`config.mk`:
```
export PLATFORM = sky130hd
export DESIGN_NAME = dac_control_logic
export DESIGN_NICKNAME = d
export VERILOG_FILES = /design/src/conv_pkg.sv /design/src/dac_control_logic.sv
export SDC_FILE = /design/constraint.sdc
export NUM_CORES = 1
export LEC_CHECK = 0
export BUFFER_PORTS_ARGS = -buffer_cell sky130_fd_sc_hd__buf_2
export CORE_MARGIN = 1.5
export CORE_UTILIZATION = 40
export DETAILED_ROUTE_END_ITERATION = 8
export PLACE_DENSITY = 0.7
export SYNTH_ARGS = -nofsm -noshare
export SYNTH_HDL_FRONTEND = slang
export SYNTH_SLANG_ARGS = --single-unit
```
`constraint.sdc`:
```
create_clock -name MCLK -period 2.35 [get_ports MCLK]
set_clock_uncertainty 0.15 [all_clocks]
set_input_delay 0.235 -clock MCLK [delete_from_list [all_inputs] [get_ports MCLK]]
set_output_delay 0.235 -clock MCLK [all_outputs]
set_load 0.01 [all_outputs]
```
`src/conv_pkg.sv`:
```
package conv_pkg;
    // register indices; byte address is four times the index
    localparam logic [7:0] CONTROL_IDX      = 8'h00;
    localparam logic [7:0] VALUE_IDX        = 8'h01;
    localparam int         ADDR_SHIFT       = 2;
    localparam int         RUN_STBY_BIT     = 7;
    localparam int         PIN_BUF_BIT      = 6;
    localparam int         ENABLE_BIT       = 0;
    localparam logic [7:0] CONTROL_RESET    = 8'h00;
    localparam logic [7:0] VALUE_RESET      = 8'h00;
    localparam logic [7:0] CONTROL_MASK     = 8'hc1;
    // settling time of the string and buffer after power-up
    localparam int         STARTUP_NS       = 2000;
    localparam int         CLK_PERIOD_NS    = 20;
    localparam int         STARTUP_CYCLES   =
        (STARTUP_NS + CLK_PERIOD_NS - 1) / CLK_PERIOD_NS;
    localparam logic [1:0] RESP_OKAY        = 2'b00;
    localparam logic [1:0] RESP_SLVERR      = 2'b10;
    typedef enum logic [1:0] {
        PWR_OFF   = 2'b00,
        PWR_START = 2'b01,
        PWR_RUN   = 2'b11
    } pwr_state_t;
endpackage : conv_pkg

```
`src/dac_control_logic.sv`:
```
`timescale 1ns/10ps
`default_nettype none

module dac_control_logic #(
    parameter int STARTUP_CYCLES = conv_pkg::STARTUP_CYCLES
) (
    input  wire logic        MCLK,
    input  wire logic        SRST,
    input  wire logic [7:0]  S_AXI_AWADDR,
    input  wire logic        S_AXI_AWVALID,
    output logic             S_AXI_AWREADY,
    input  wire logic [31:0] S_AXI_WDATA,
    input  wire logic [3:0]  S_AXI_WSTRB,
    input  wire logic        S_AXI_WVALID,
    output logic             S_AXI_WREADY,
    output logic [1:0]       S_AXI_BRESP,
    output logic             S_AXI_BVALID,
    input  wire logic        S_AXI_BREADY,
    input  wire logic [7:0]  S_AXI_ARADDR,
    input  wire logic        S_AXI_ARVALID,
    output logic             S_AXI_ARREADY,
    output logic [31:0]      S_AXI_RDATA,
    output logic [1:0]       S_AXI_RRESP,
    output logic             S_AXI_RVALID,
    input  wire logic        S_AXI_RREADY,
    input  wire logic        STANDBY_SLEEP,
    input  wire logic        POWERDOWN_SLEEP,
    input  wire logic        DEBUG_HALT,
    output logic             CONVERTER_POWER,
    output logic             BUFFER_POWER,
    output logic             PIN_DRIVE_EN,
    output logic             INTERNAL_OUT_VALID,
    output logic [7:0]       CONVERT_CODE,
    output logic             CONVERT_START
);
    // the start-up counter is 16 bits wide and must count at least once
    if (STARTUP_CYCLES < 1 || STARTUP_CYCLES > 65535) begin : g_bad_startup
        $error("STARTUP_CYCLES out of range");
    end

    logic [7:0]  control_r;
    logic [7:0]  value_r;
    logic [7:0]  aw_addr_r;
    logic        aw_have_r;
    logic [31:0] w_data_r;
    logic [3:0]  w_strb_r;
    logic        w_have_r;
    logic        bvalid_r;
    logic [1:0]  bresp_r;
    logic        rvalid_r;
    logic [31:0] rdata_r;
    logic [1:0]  rresp_r;
    logic        wr_fire;
    logic [7:0]  wr_idx;
    logic        wr_ctrl;
    logic        wr_val;
    logic [7:0]  rd_idx;
    logic        enable;
    logic        power_ok;
    logic        pending_r;
    logic [15:0] start_cnt_r;
    logic [7:0]  code_r;
    logic        start_r;
    conv_pkg::pwr_state_t state_r;
    conv_pkg::pwr_state_t state_nxt;
    logic        fire_start;
    logic        wr_mapped;
    logic        pin_buf;
    logic        run_stby;

    // write address and data are taken in either order, one write at a time
    assign S_AXI_AWREADY = !aw_have_r && !bvalid_r;
    assign S_AXI_WREADY  = !w_have_r && !bvalid_r;
    assign S_AXI_BVALID  = bvalid_r;
    assign S_AXI_BRESP   = bresp_r;
    assign S_AXI_ARREADY = !rvalid_r;
    assign S_AXI_RVALID  = rvalid_r;
    assign S_AXI_RDATA   = rdata_r;
    assign S_AXI_RRESP   = rresp_r;

    assign wr_fire = aw_have_r && w_have_r && !bvalid_r;
    assign wr_idx  = {2'b00, aw_addr_r[7:2]};
    assign wr_ctrl = wr_fire && w_strb_r[0]
                     && wr_idx == conv_pkg::CONTROL_IDX;
    assign wr_val  = wr_fire && w_strb_r[0]
                     && wr_idx == conv_pkg::VALUE_IDX;
    assign rd_idx  = {2'b00, S_AXI_ARADDR[7:2]};
    // only two words are decoded; every other offset is an error
    assign wr_mapped = wr_idx == conv_pkg::CONTROL_IDX
                       || wr_idx == conv_pkg::VALUE_IDX;

    always_ff @(posedge MCLK) begin
        if (SRST) begin
            aw_have_r <= 1'b0;
        end else if (S_AXI_AWVALID && S_AXI_AWREADY) begin
            aw_have_r <= 1'b1;
        end else if (wr_fire) begin
            aw_have_r <= 1'b0;
        end
    end

    always_ff @(posedge MCLK) begin
        if (SRST) begin
            aw_addr_r <= 8'h00;
        end else if (S_AXI_AWVALID && S_AXI_AWREADY) begin
            aw_addr_r <= S_AXI_AWADDR;
        end
    end

    always_ff @(posedge MCLK) begin
        if (SRST) begin
            w_have_r <= 1'b0;
        end else if (S_AXI_WVALID && S_AXI_WREADY) begin
            w_have_r <= 1'b1;
        end else if (wr_fire) begin
            w_have_r <= 1'b0;
        end
    end

    always_ff @(posedge MCLK) begin
        if (SRST) begin
            w_data_r <= 32'h0000_0000;
            w_strb_r <= 4'h0;
        end else if (S_AXI_WVALID && S_AXI_WREADY) begin
            w_data_r <= S_AXI_WDATA;
            w_strb_r <= S_AXI_WSTRB;
        end
    end

    always_ff @(posedge MCLK) begin
        if (SRST) begin
            bvalid_r <= 1'b0;
        end else if (wr_fire) begin
            bvalid_r <= 1'b1;
        end else if (bvalid_r && S_AXI_BREADY) begin
            bvalid_r <= 1'b0;
        end
    end

    // unmapped offsets answer with an error and leave all state alone
    always_ff @(posedge MCLK) begin
        if (SRST) begin
            bresp_r <= conv_pkg::RESP_OKAY;
        end else if (wr_fire) begin
            if (wr_mapped) begin
                bresp_r <= conv_pkg::RESP_OKAY;
            end else begin
                bresp_r <= conv_pkg::RESP_SLVERR;
            end
        end
    end

    always_ff @(posedge MCLK) begin
        if (SRST) begin
            rvalid_r <= 1'b0;
        end else if (S_AXI_ARVALID && S_AXI_ARREADY) begin
            rvalid_r <= 1'b1;
        end else if (rvalid_r && S_AXI_RREADY) begin
            rvalid_r <= 1'b0;
        end
    end

    always_ff @(posedge MCLK) begin
        if (SRST) begin
            rdata_r  <= 32'h0000_0000;
            rresp_r  <= conv_pkg::RESP_OKAY;
        end else if (S_AXI_ARVALID && S_AXI_ARREADY) begin
            if (rd_idx == conv_pkg::CONTROL_IDX) begin
                rdata_r <= {24'h000000, control_r};
                rresp_r <= conv_pkg::RESP_OKAY;
            end else if (rd_idx == conv_pkg::VALUE_IDX) begin
                rdata_r <= {24'h000000, value_r};
                rresp_r <= conv_pkg::RESP_OKAY;
            end else begin
                rdata_r <= 32'h0000_0000;
                rresp_r <= conv_pkg::RESP_SLVERR;
            end
        end
    end

    // software orders reference, consumers, data, enable; not checked here
    always_ff @(posedge MCLK) begin
        if (SRST) begin
            control_r <= conv_pkg::CONTROL_RESET;
        end else if (wr_ctrl) begin
            control_r <= w_data_r[7:0] & conv_pkg::CONTROL_MASK;
        end
    end

    always_ff @(posedge MCLK) begin
        if (SRST) begin
            value_r <= conv_pkg::VALUE_RESET;
        end else if (wr_val) begin
            value_r <= w_data_r[7:0];
        end
    end

    assign enable = control_r[conv_pkg::ENABLE_BIT];
    assign pin_buf = control_r[conv_pkg::PIN_BUF_BIT];
    assign run_stby = control_r[conv_pkg::RUN_STBY_BIT];
    // debug halt is deliberately not an input term here
    assign power_ok = !POWERDOWN_SLEEP
        && (!STANDBY_SLEEP
            || run_stby);

    always_comb begin
        state_nxt = state_r;
        case (state_r)
            conv_pkg::PWR_OFF: begin
                if (enable && power_ok) begin
                    state_nxt = conv_pkg::PWR_START;
                end
            end
            conv_pkg::PWR_START: begin
                if (!enable || !power_ok) begin
                    state_nxt = conv_pkg::PWR_OFF;
                end else if (start_cnt_r == 16'h0001) begin
                    state_nxt = conv_pkg::PWR_RUN;
                end
            end
            conv_pkg::PWR_RUN: begin
                if (!enable || !power_ok) begin
                    state_nxt = conv_pkg::PWR_OFF;
                end
            end
            default: state_nxt = conv_pkg::PWR_OFF;
        endcase
    end

    always_ff @(posedge MCLK) begin
        if (SRST) begin
            state_r <= conv_pkg::PWR_OFF;
        end else begin
            state_r <= state_nxt;
        end
    end

    always_ff @(posedge MCLK) begin
        if (SRST) begin
            start_cnt_r <= 16'h0000;
        end else if (state_r != conv_pkg::PWR_START) begin
            start_cnt_r <= 16'(STARTUP_CYCLES);
        end else if (start_cnt_r != 16'h0000) begin
            start_cnt_r <= start_cnt_r - 16'h0001;
        end
    end

    // a start needs the converter to stay up through the pulse
    assign fire_start = pending_r && !start_r
                        && state_r == conv_pkg::PWR_RUN
                        && state_nxt == conv_pkg::PWR_RUN;

    // a conversion is owed after enabling or after a value write while enabled
    // cleared as the pulse is issued, so a write in that cycle is kept
    always_ff @(posedge MCLK) begin
        if (SRST) begin
            pending_r <= 1'b0;
        end else if (wr_val && enable) begin
            pending_r <= 1'b1;
        end else if (state_r == conv_pkg::PWR_START
                     && state_nxt == conv_pkg::PWR_RUN) begin
            pending_r <= 1'b1;
        end else if (fire_start) begin
            pending_r <= 1'b0;
        end
    end

    always_ff @(posedge MCLK) begin
        if (SRST) begin
            start_r <= 1'b0;
        end else begin
            start_r <= fire_start;
        end
    end

    // the code is frozen at the start so a later write waits its turn
    always_ff @(posedge MCLK) begin
        if (SRST) begin
            code_r <= 8'h00;
        end else if (fire_start) begin
            code_r <= value_r;
        end
    end

    // powers follow the next state so they line up with state_r
    always_ff @(posedge MCLK) begin
        if (SRST) begin
            CONVERTER_POWER <= 1'b0;
        end else begin
            CONVERTER_POWER <= state_nxt != conv_pkg::PWR_OFF;
        end
    end

    always_ff @(posedge MCLK) begin
        if (SRST) begin
            BUFFER_POWER <= 1'b0;
        end else begin
            BUFFER_POWER <= state_nxt != conv_pkg::PWR_OFF
                && pin_buf;
        end
    end

    // pin stays off until start-up ends, so no unsettled level escapes
    always_ff @(posedge MCLK) begin
        if (SRST) begin
            PIN_DRIVE_EN <= 1'b0;
        end else begin
            PIN_DRIVE_EN <= state_nxt == conv_pkg::PWR_RUN
                && pin_buf;
        end
    end

    always_ff @(posedge MCLK) begin
        if (SRST) begin
            INTERNAL_OUT_VALID <= 1'b0;
        end else begin
            INTERNAL_OUT_VALID <= state_nxt == conv_pkg::PWR_RUN;
        end
    end

    assign CONVERT_CODE  = code_r;
    assign CONVERT_START = start_r;

endmodule : dac_control_logic

`default_nettype wire

```
==> impl_metrics.tcl, run 1 <==
set metrics [dict create \
    end_kind "flop" \
    synth_area_mm2 0.00313 \
    cts_made_buffers 9 \
    pre_cts_ws_ns 0.377 \
    fp-row-count 32 \
    grt_pass1_vias 2498 \
    seqCellArea_mm2 0.00144 \
    fin_ws_ns 0.352 \
    cts_tree "done" \
    report.final.slew_viol_count 0 \
    switchingPower_uw 581 \
    wl_um 6600 \
    core_area_mm2 0.00765 \
    ios 116 \
    critPathArrivalTime_ns 2.09 \
    worstSkewPairLatency_ns 0.34 \
    power_density_mw_per_mm2 672 \
    ys_ff_latch 72 \
    drc_errors 0 \
    multi_input_area_mm2 0.00150 \
    p_total_mw 2.57 \
    cp_max_fo 10 \
    critPathKind "reg -> reg" \
    fillCellCount 741 \
    ys_warn_count 0 \
    clock_sinks 72 \
    num_vias 2607 \
    grt-ovfl-total 0 \
    post_drt_wl_per_cell_um 12.6 \
    sw_frac_of_total_pct 22.7 \
    die_h_um 91.4 \
    drive_gt1_share_pct 20.1 \
    ctsResizeCount 0 \
    finalCritPeriodShare_pct 85.0 \
    synth-edff-count 0 \
    ys_top_cells_by_area "dfxtp_1, mux2i_1, buf_4, nor2_1, a21oi_1" \
    dpl.cell_count 493 \
    combPwrFrac_pct 7.6 \
    cts_setup_buffers 0 \
    vias_per_cell 4.97 \
    grt_setup_unrepaired "false" \
    seqPwrFrac_pct 49.5 \
    start_util_pct 40.9 \
    cts-root-buf "clkbuf_8" \
    outcome "complete, no violations" \
    antenna_left 0 \
    ctsLongestPathBuffers 2 \
    areaGrowthSynthToFinish_pct 22.0 \
    grt.total_usage_pct 17.0 \
    setup_viol 0 \
    leakage_nw 1.66 \
    tns_ns 0 \
    async_flop_share_pct 0 \
    p_int_mw 1.98 \
    dieArea_mm2 0.00836 \
    drt_iter0_drc 62 \
    fin_crit_ns 2.00 \
    hp-class "in -> reg" \
    synth_top_area_share_pct 46.1 \
    synth_most_common_cell "dfxtp_1" \
    synthTopCellsByCount "dfxtp_1, nor2_1, a21oi_1" \
    ir_drop_mv 0.451 \
    grt_antenna_before_repair 0 \
    clk_pin_slew_worst_paths_ns 0.07 \
    final_nets 484 \
    hold_viol 0 \
    gp_congestion 0.845 \
    ys.flop_type "dfxtp_1" \
    grt_max_degree 57 \
    place.detailed.hpwl_um 4640 \
    htree_levels 3 \
    fmax_mhz 501 \
    startpoint_type "flop" \
    drv_cap 0 \
    clockPowerShare_pct 42.9 \
    die_x_um 91.4 \
    required_ns 2.44 \
    whs_ns 0.0224 \
    firstDrtPassIters 4 \
    io_buffers 57 \
    synth_cell_types 47 \
    num_antenna_cells 0 \
    final_cells 525 \
    yosysTopAreaCell "dfxtp_1" \
    slew_headroom_pct 57.3 \
    ys_seq_area_share_pct 46.1 \
    worst_pin_slew_ns 0.639 \
    avgSynthCellArea_um2 9.07 \
    grt_pass1_wl_um 11400 \
    syn_inst 345 \
]
[through the flow]
step,area (um^2),util (%)
2_1_floorplan,3220,-
3_3_place_gp,3420,44.7
3_5_place_dp,3420,44.7
4_1_cts,3820,49.9
5_1_grt,3820,49.9
6_report,3820,49.9
[path summary, 6_finish.rpt]
path                                    start                     endpoint  slack, ns  cells past startpoint
hold reg to reg      w_data_r[4]$_SDFFE_PP0P_     w_data_r[4]$_SDFFE_PP0P_       0.31                      2
setup reg to reg  start_cnt_r[0]$_SDFFE_PP0P_  start_cnt_r[9]$_SDFFE_PP0P_       0.35                      6
hold / removal                   S_AXI_RREADY    S_AXI_RVALID$_SDFFE_PP0P_       0.02                      3
setup / recovery  start_cnt_r[0]$_SDFFE_PP0P_  start_cnt_r[9]$_SDFFE_PP0P_       0.35                      6
[worst max-delay path: stages, from the launching register on]
cell      delay (ns)
dfxtp_1         0.34
inv_1           0.12
ha_1            0.24
nor4b_1         0.34
and4_1          0.44
o311ai_0        0.19
o41ai_1         0.09
[cell usage in the layout, fill, tap and decap left out, types with 3 or more instances in the layout]
master         netlist  final
a211oi_1             3      3
o21ai_0              5      5
or2_2                3      3
or3_1               10     10
a2bb2oi_1            3      3
and2_1               5      5
inv_1               10     10
dlygate4sd3_1        0     17
buf_4               26      4
o31ai_1              3      3
mux2i_1             28     28
nand2_1             24     24
nand4b_1             4      4
conb_1               1     26
nor2_1              45     45
nand2b_1             7      7
a21oi_1             30     30
dfxtp_1             72     72
clkbuf_8             0     11
nand4_1              6      6
or4_1                3      3
a22oi_1              5      5
buf_2                3     57
ha_1                 3      3
nor3_1               5      5
[flip-flops by register name, indices dropped and copies added, names as in the netlist, 2 cells and up]
register	cells
CONVERT_CODE	8
S_AXI_RDATA	8
aw_addr_r	6
control_r	3
start_cnt_r	16
state_r	2
value_r	8
w_data_r	8
[repair_timing]
| action | CTS | global route |
|---|---|---|
| hold endpoints to repair | 17 | 0 |
| endpoints found under the setup margin | 0 | 0 |
| hold buffers | 17 | 0 |
[power groups by stage]
stage	logic, mW	clock network (mW)	registers [mW]
finish	0.194	1.10	1.27
global placement	0.168	0	1.30
floorplan	0.147	0	1.29
detailed placement	0.171	0	1.30
CTS	0.193	1.13	1.27
global route	0.218	1.18	1.27
[logic make-up (layout without fill, tap and decap cells)]
kind of cell	after synthesis	count (layout)	synth area share, %
flip-flops	72	72	46.1
AND/OR/NAND/NOR	131	131	22.3
other	1	26	0.120
AO/OA/AOI/OAI	60	60	12.1
buffers and inverters	50	103	9.24
multiplexers	28	28	8.96
adder cells (fa/ha/maj)	3	3	1.20
[metal layers]
layer	vias to the layer above	routed length, um	global-route usage (%)	part of all wire, %
met3	11	289	4.27	4.4
met1	1219	2930	19.8	44
met5	-	0	0	0
met2	63	3270	29.5	50
met4	0	109	6.90	1.7
li1	1314	-	-	-
[cell type report]
cell class              count  share of cell area [%]
well taps                 102                    3.34
clock buffers              11                    3.97
clock inverters             4                    2.00
multi-input cells         248                    39.2
inverters                  10                   0.983
repair buffers             78                    12.7
flip-flops and latches     72                    37.8
No activity file was read; power rests on OpenSTA's default activity.
==> run 2, diff against run 1 <==
--- a/config.mk
+++ b/config.mk
@@ -6,10 +6,12 @@
 export NUM_CORES = 1
 export LEC_CHECK = 0
 export BUFFER_PORTS_ARGS = -buffer_cell sky130_fd_sc_hd__buf_2
+export CELL_PAD_IN_SITES_DETAIL_PLACEMENT = 2
+export CELL_PAD_IN_SITES_GLOBAL_PLACEMENT = 2
 export CORE_MARGIN = 1.5
-export CORE_UTILIZATION = 40
+export CORE_UTILIZATION = 28
 export DETAILED_ROUTE_END_ITERATION = 8
-export PLACE_DENSITY = 0.7
+export PLACE_DENSITY = 0.82
 export SYNTH_ARGS = -nofsm -noshare
 export SYNTH_HDL_FRONTEND = slang
 export SYNTH_SLANG_ARGS = --single-unit
==> run 2 against run 1 <==
  * Critical path type unchanged
  * Register-to-register slack lost 0.09 ns
  * Sequential power is essentially flat
  * Cell count grew 7.6%
  * Clock power shrank 5%
  * First-iteration DRC count grew 37%
==> impl_metrics.tcl, run 2 (same netlist as run 1, synthesis figures left out) <==
set metrics [dict create \
    report.final.slew_viol_count 0 \
    post_drt_wl_per_cell_um 15.6 \
    grt_setup_unrepaired "false" \
    worst_pin_slew_ns 0.554 \
    fmax_mhz 479 \
    final_core_util_pct 35.4 \
    fin_crit_ns 2.09 \
    cts-root-buf "clkbuf_8" \
    end_kind "flop" \
    grt.total_usage_pct 15.4 \
    worstSkewPairLatency_ns 0.35 \
    drive_gt1_share_pct 20.5 \
    die_h_um 109 \
    start_util_pct 28.7 \
    io_buffers 57 \
    cts_setup_buffers 0 \
    drc_errors 0 \
    dieArea_mm2 0.0118 \
    path_cells "inv_1 -> ha_1 -> nor4b_1 -> and4_1 -> o311ai_0 -> o41ai_1" \
    outcome "complete, no violations" \
    grt-ovfl-total 0 \
    grt_max_degree 56 \
    layout_common_cells "dfxtp_1, buf_2, nor2_1" \
    fp-row-count 38 \
    p_total_mw 2.52 \
    wl_um 8800 \
    cts_made_buffers 9 \
    critPathKind "reg -> reg" \
    setup_viol 0 \
    top_usage_layer "met2" \
    clk_pin_slew_worst_paths_ns 0.08 \
    grt_antenna_before_repair 1 \
    antenna_left 0 \
    vias_per_cell 4.82 \
    core_area_mm2 0.0109 \
    critPathArrivalTime_ns 2.20 \
    drt_iter0_drc 85 \
    slew_headroom_pct 62.8 \
    met3_usage_pct 4.12 \
    gp_congestion 0.748 \
    firstDrtPassIters 4 \
    hp-class "in -> reg" \
    finalCritPeriodShare_pct 88.9 \
    die_x_um 109 \
    leakage_nw 1.65 \
    path_buf_inv 1 \
    num_vias 2725 \
    slowest_delay_ns 0.47 \
    htree_levels 3 \
    use_met2_pct 26.8 \
    reg2reg_setup_slack_ns 0.26 \
    clock_sinks 72 \
    whs_ns 0.0122 \
    grtUsageMet1_pct 18.0 \
    startpoint_type "flop" \
    regMostFlops "start_cnt_r" \
    tns_ns 0 \
    ios 116 \
    areaGrowthSynthToFinish_pct 23.2 \
    hold_viol 0 \
    grt_pass1_vias 2835 \
    final_nets 484 \
    grt_pass1_wl_um 13900 \
    ir_drop_mv 0.283 \
    cp_max_fo 10 \
    largest_register_ffs 16 \
    place.detailed.hpwl_um 6360 \
    drv_cap 0 \
    power_density_mw_per_mm2 655 \
    critPathTopFamily "simple AND/OR/NAND/NOR gates" \
    ctsLongestPathBuffers 2 \
    required_ns 2.46 \
    crit_slowest_cell "and4_1" \
    mostFrequentLayoutCell "dfxtp_1" \
    cts_tree "done" \
]
-- run 2: cell types whose count changed in the layout (fill, tap and decap cells not counted) --
cell / previous run / this run
bufinv_16: 2 / 1
diode_2: 0 / 1
buf_4: 4 / 5
dlygate4sd3_1: 17 / 16
clkinv_4: 0 / 2
-- run 2: where the power goes --
group	switching, mW	internal (mW)	total (mW)
Combinational	0.116	0.0823	0.198
Clock	0.497	0.556	1.05
Sequential	0.0236	1.25	1.27
-- run 2: worst paths after layout --
check / start / end / cells after the start
worst min-delay path: S_AXI_AWADDR[5] / aw_addr_r[5]$_SDFFE_PP0P_ / 3
worst min register to register: w_data_r[5]$_SDFFE_PP0P_ / w_data_r[5]$_SDFFE_PP0P_ / 2
worst max register to register: start_cnt_r[0]$_SDFFE_PP0P_ / start_cnt_r[9]$_SDFFE_PP0P_ / 6
worst max-delay path: start_cnt_r[0]$_SDFFE_PP0P_ / start_cnt_r[9]$_SDFFE_PP0P_ / 6
-- run 2: worst register-to-register path, delay by kind of cell (launching register included) --
family / cells / cell delay [ns]
AOI/OAI and AO/OA: 2 / 0.30
adders and majority gates: 1 / 0.25
buffers and inverters: 1 / 0.14
DFF: 1 / 0.35
and+or+nand+nor: 2 / 0.83
-- run 2: layout make-up --
cell class / count / area [um^2]
Tap cell: 140 / 175
Fill cell: 1228 / 7040
Multi-Input combinational cell: 248 / 1500
Clock buffer: 11 / 151
Inverter: 10 / 37.5
Sequential cell: 72 / 1440
Timing Repair Buffer: 78 / 483
Antenna cell: 1 / 2.50
Clock inverter: 5 / 63.8
-- run 2: stage by stage --
step                      cell area, um^2  setup slack [ns]  std cells
after floorplan                      3220             0.496        370
after global placement               3470             0.372        532
after detailed placement             3470             0.281        532
after CTS                            3850             0.252        564
after global routing                 3850            0.0801        564
final                                3850             0.260        565
-- run 2: layer usage --
| layer | vias to the layer above | share of wire [%] |
|---|---|---|
| li1 | 1307 | - |
| met4 | 0 | 2.0 |
| met5 | - | 0 |
| met1 | 1347 | 42 |
| met3 | 14 | 3.6 |
| met2 | 57 | 52 |
-- run 2: what timing repair did --
action / CTS / global route
hold buffers: 16 / 0
setup endpoints to repair: 0 / 0
resized for setup: 0 / 0
endpoints found under the hold margin: 16 / 0
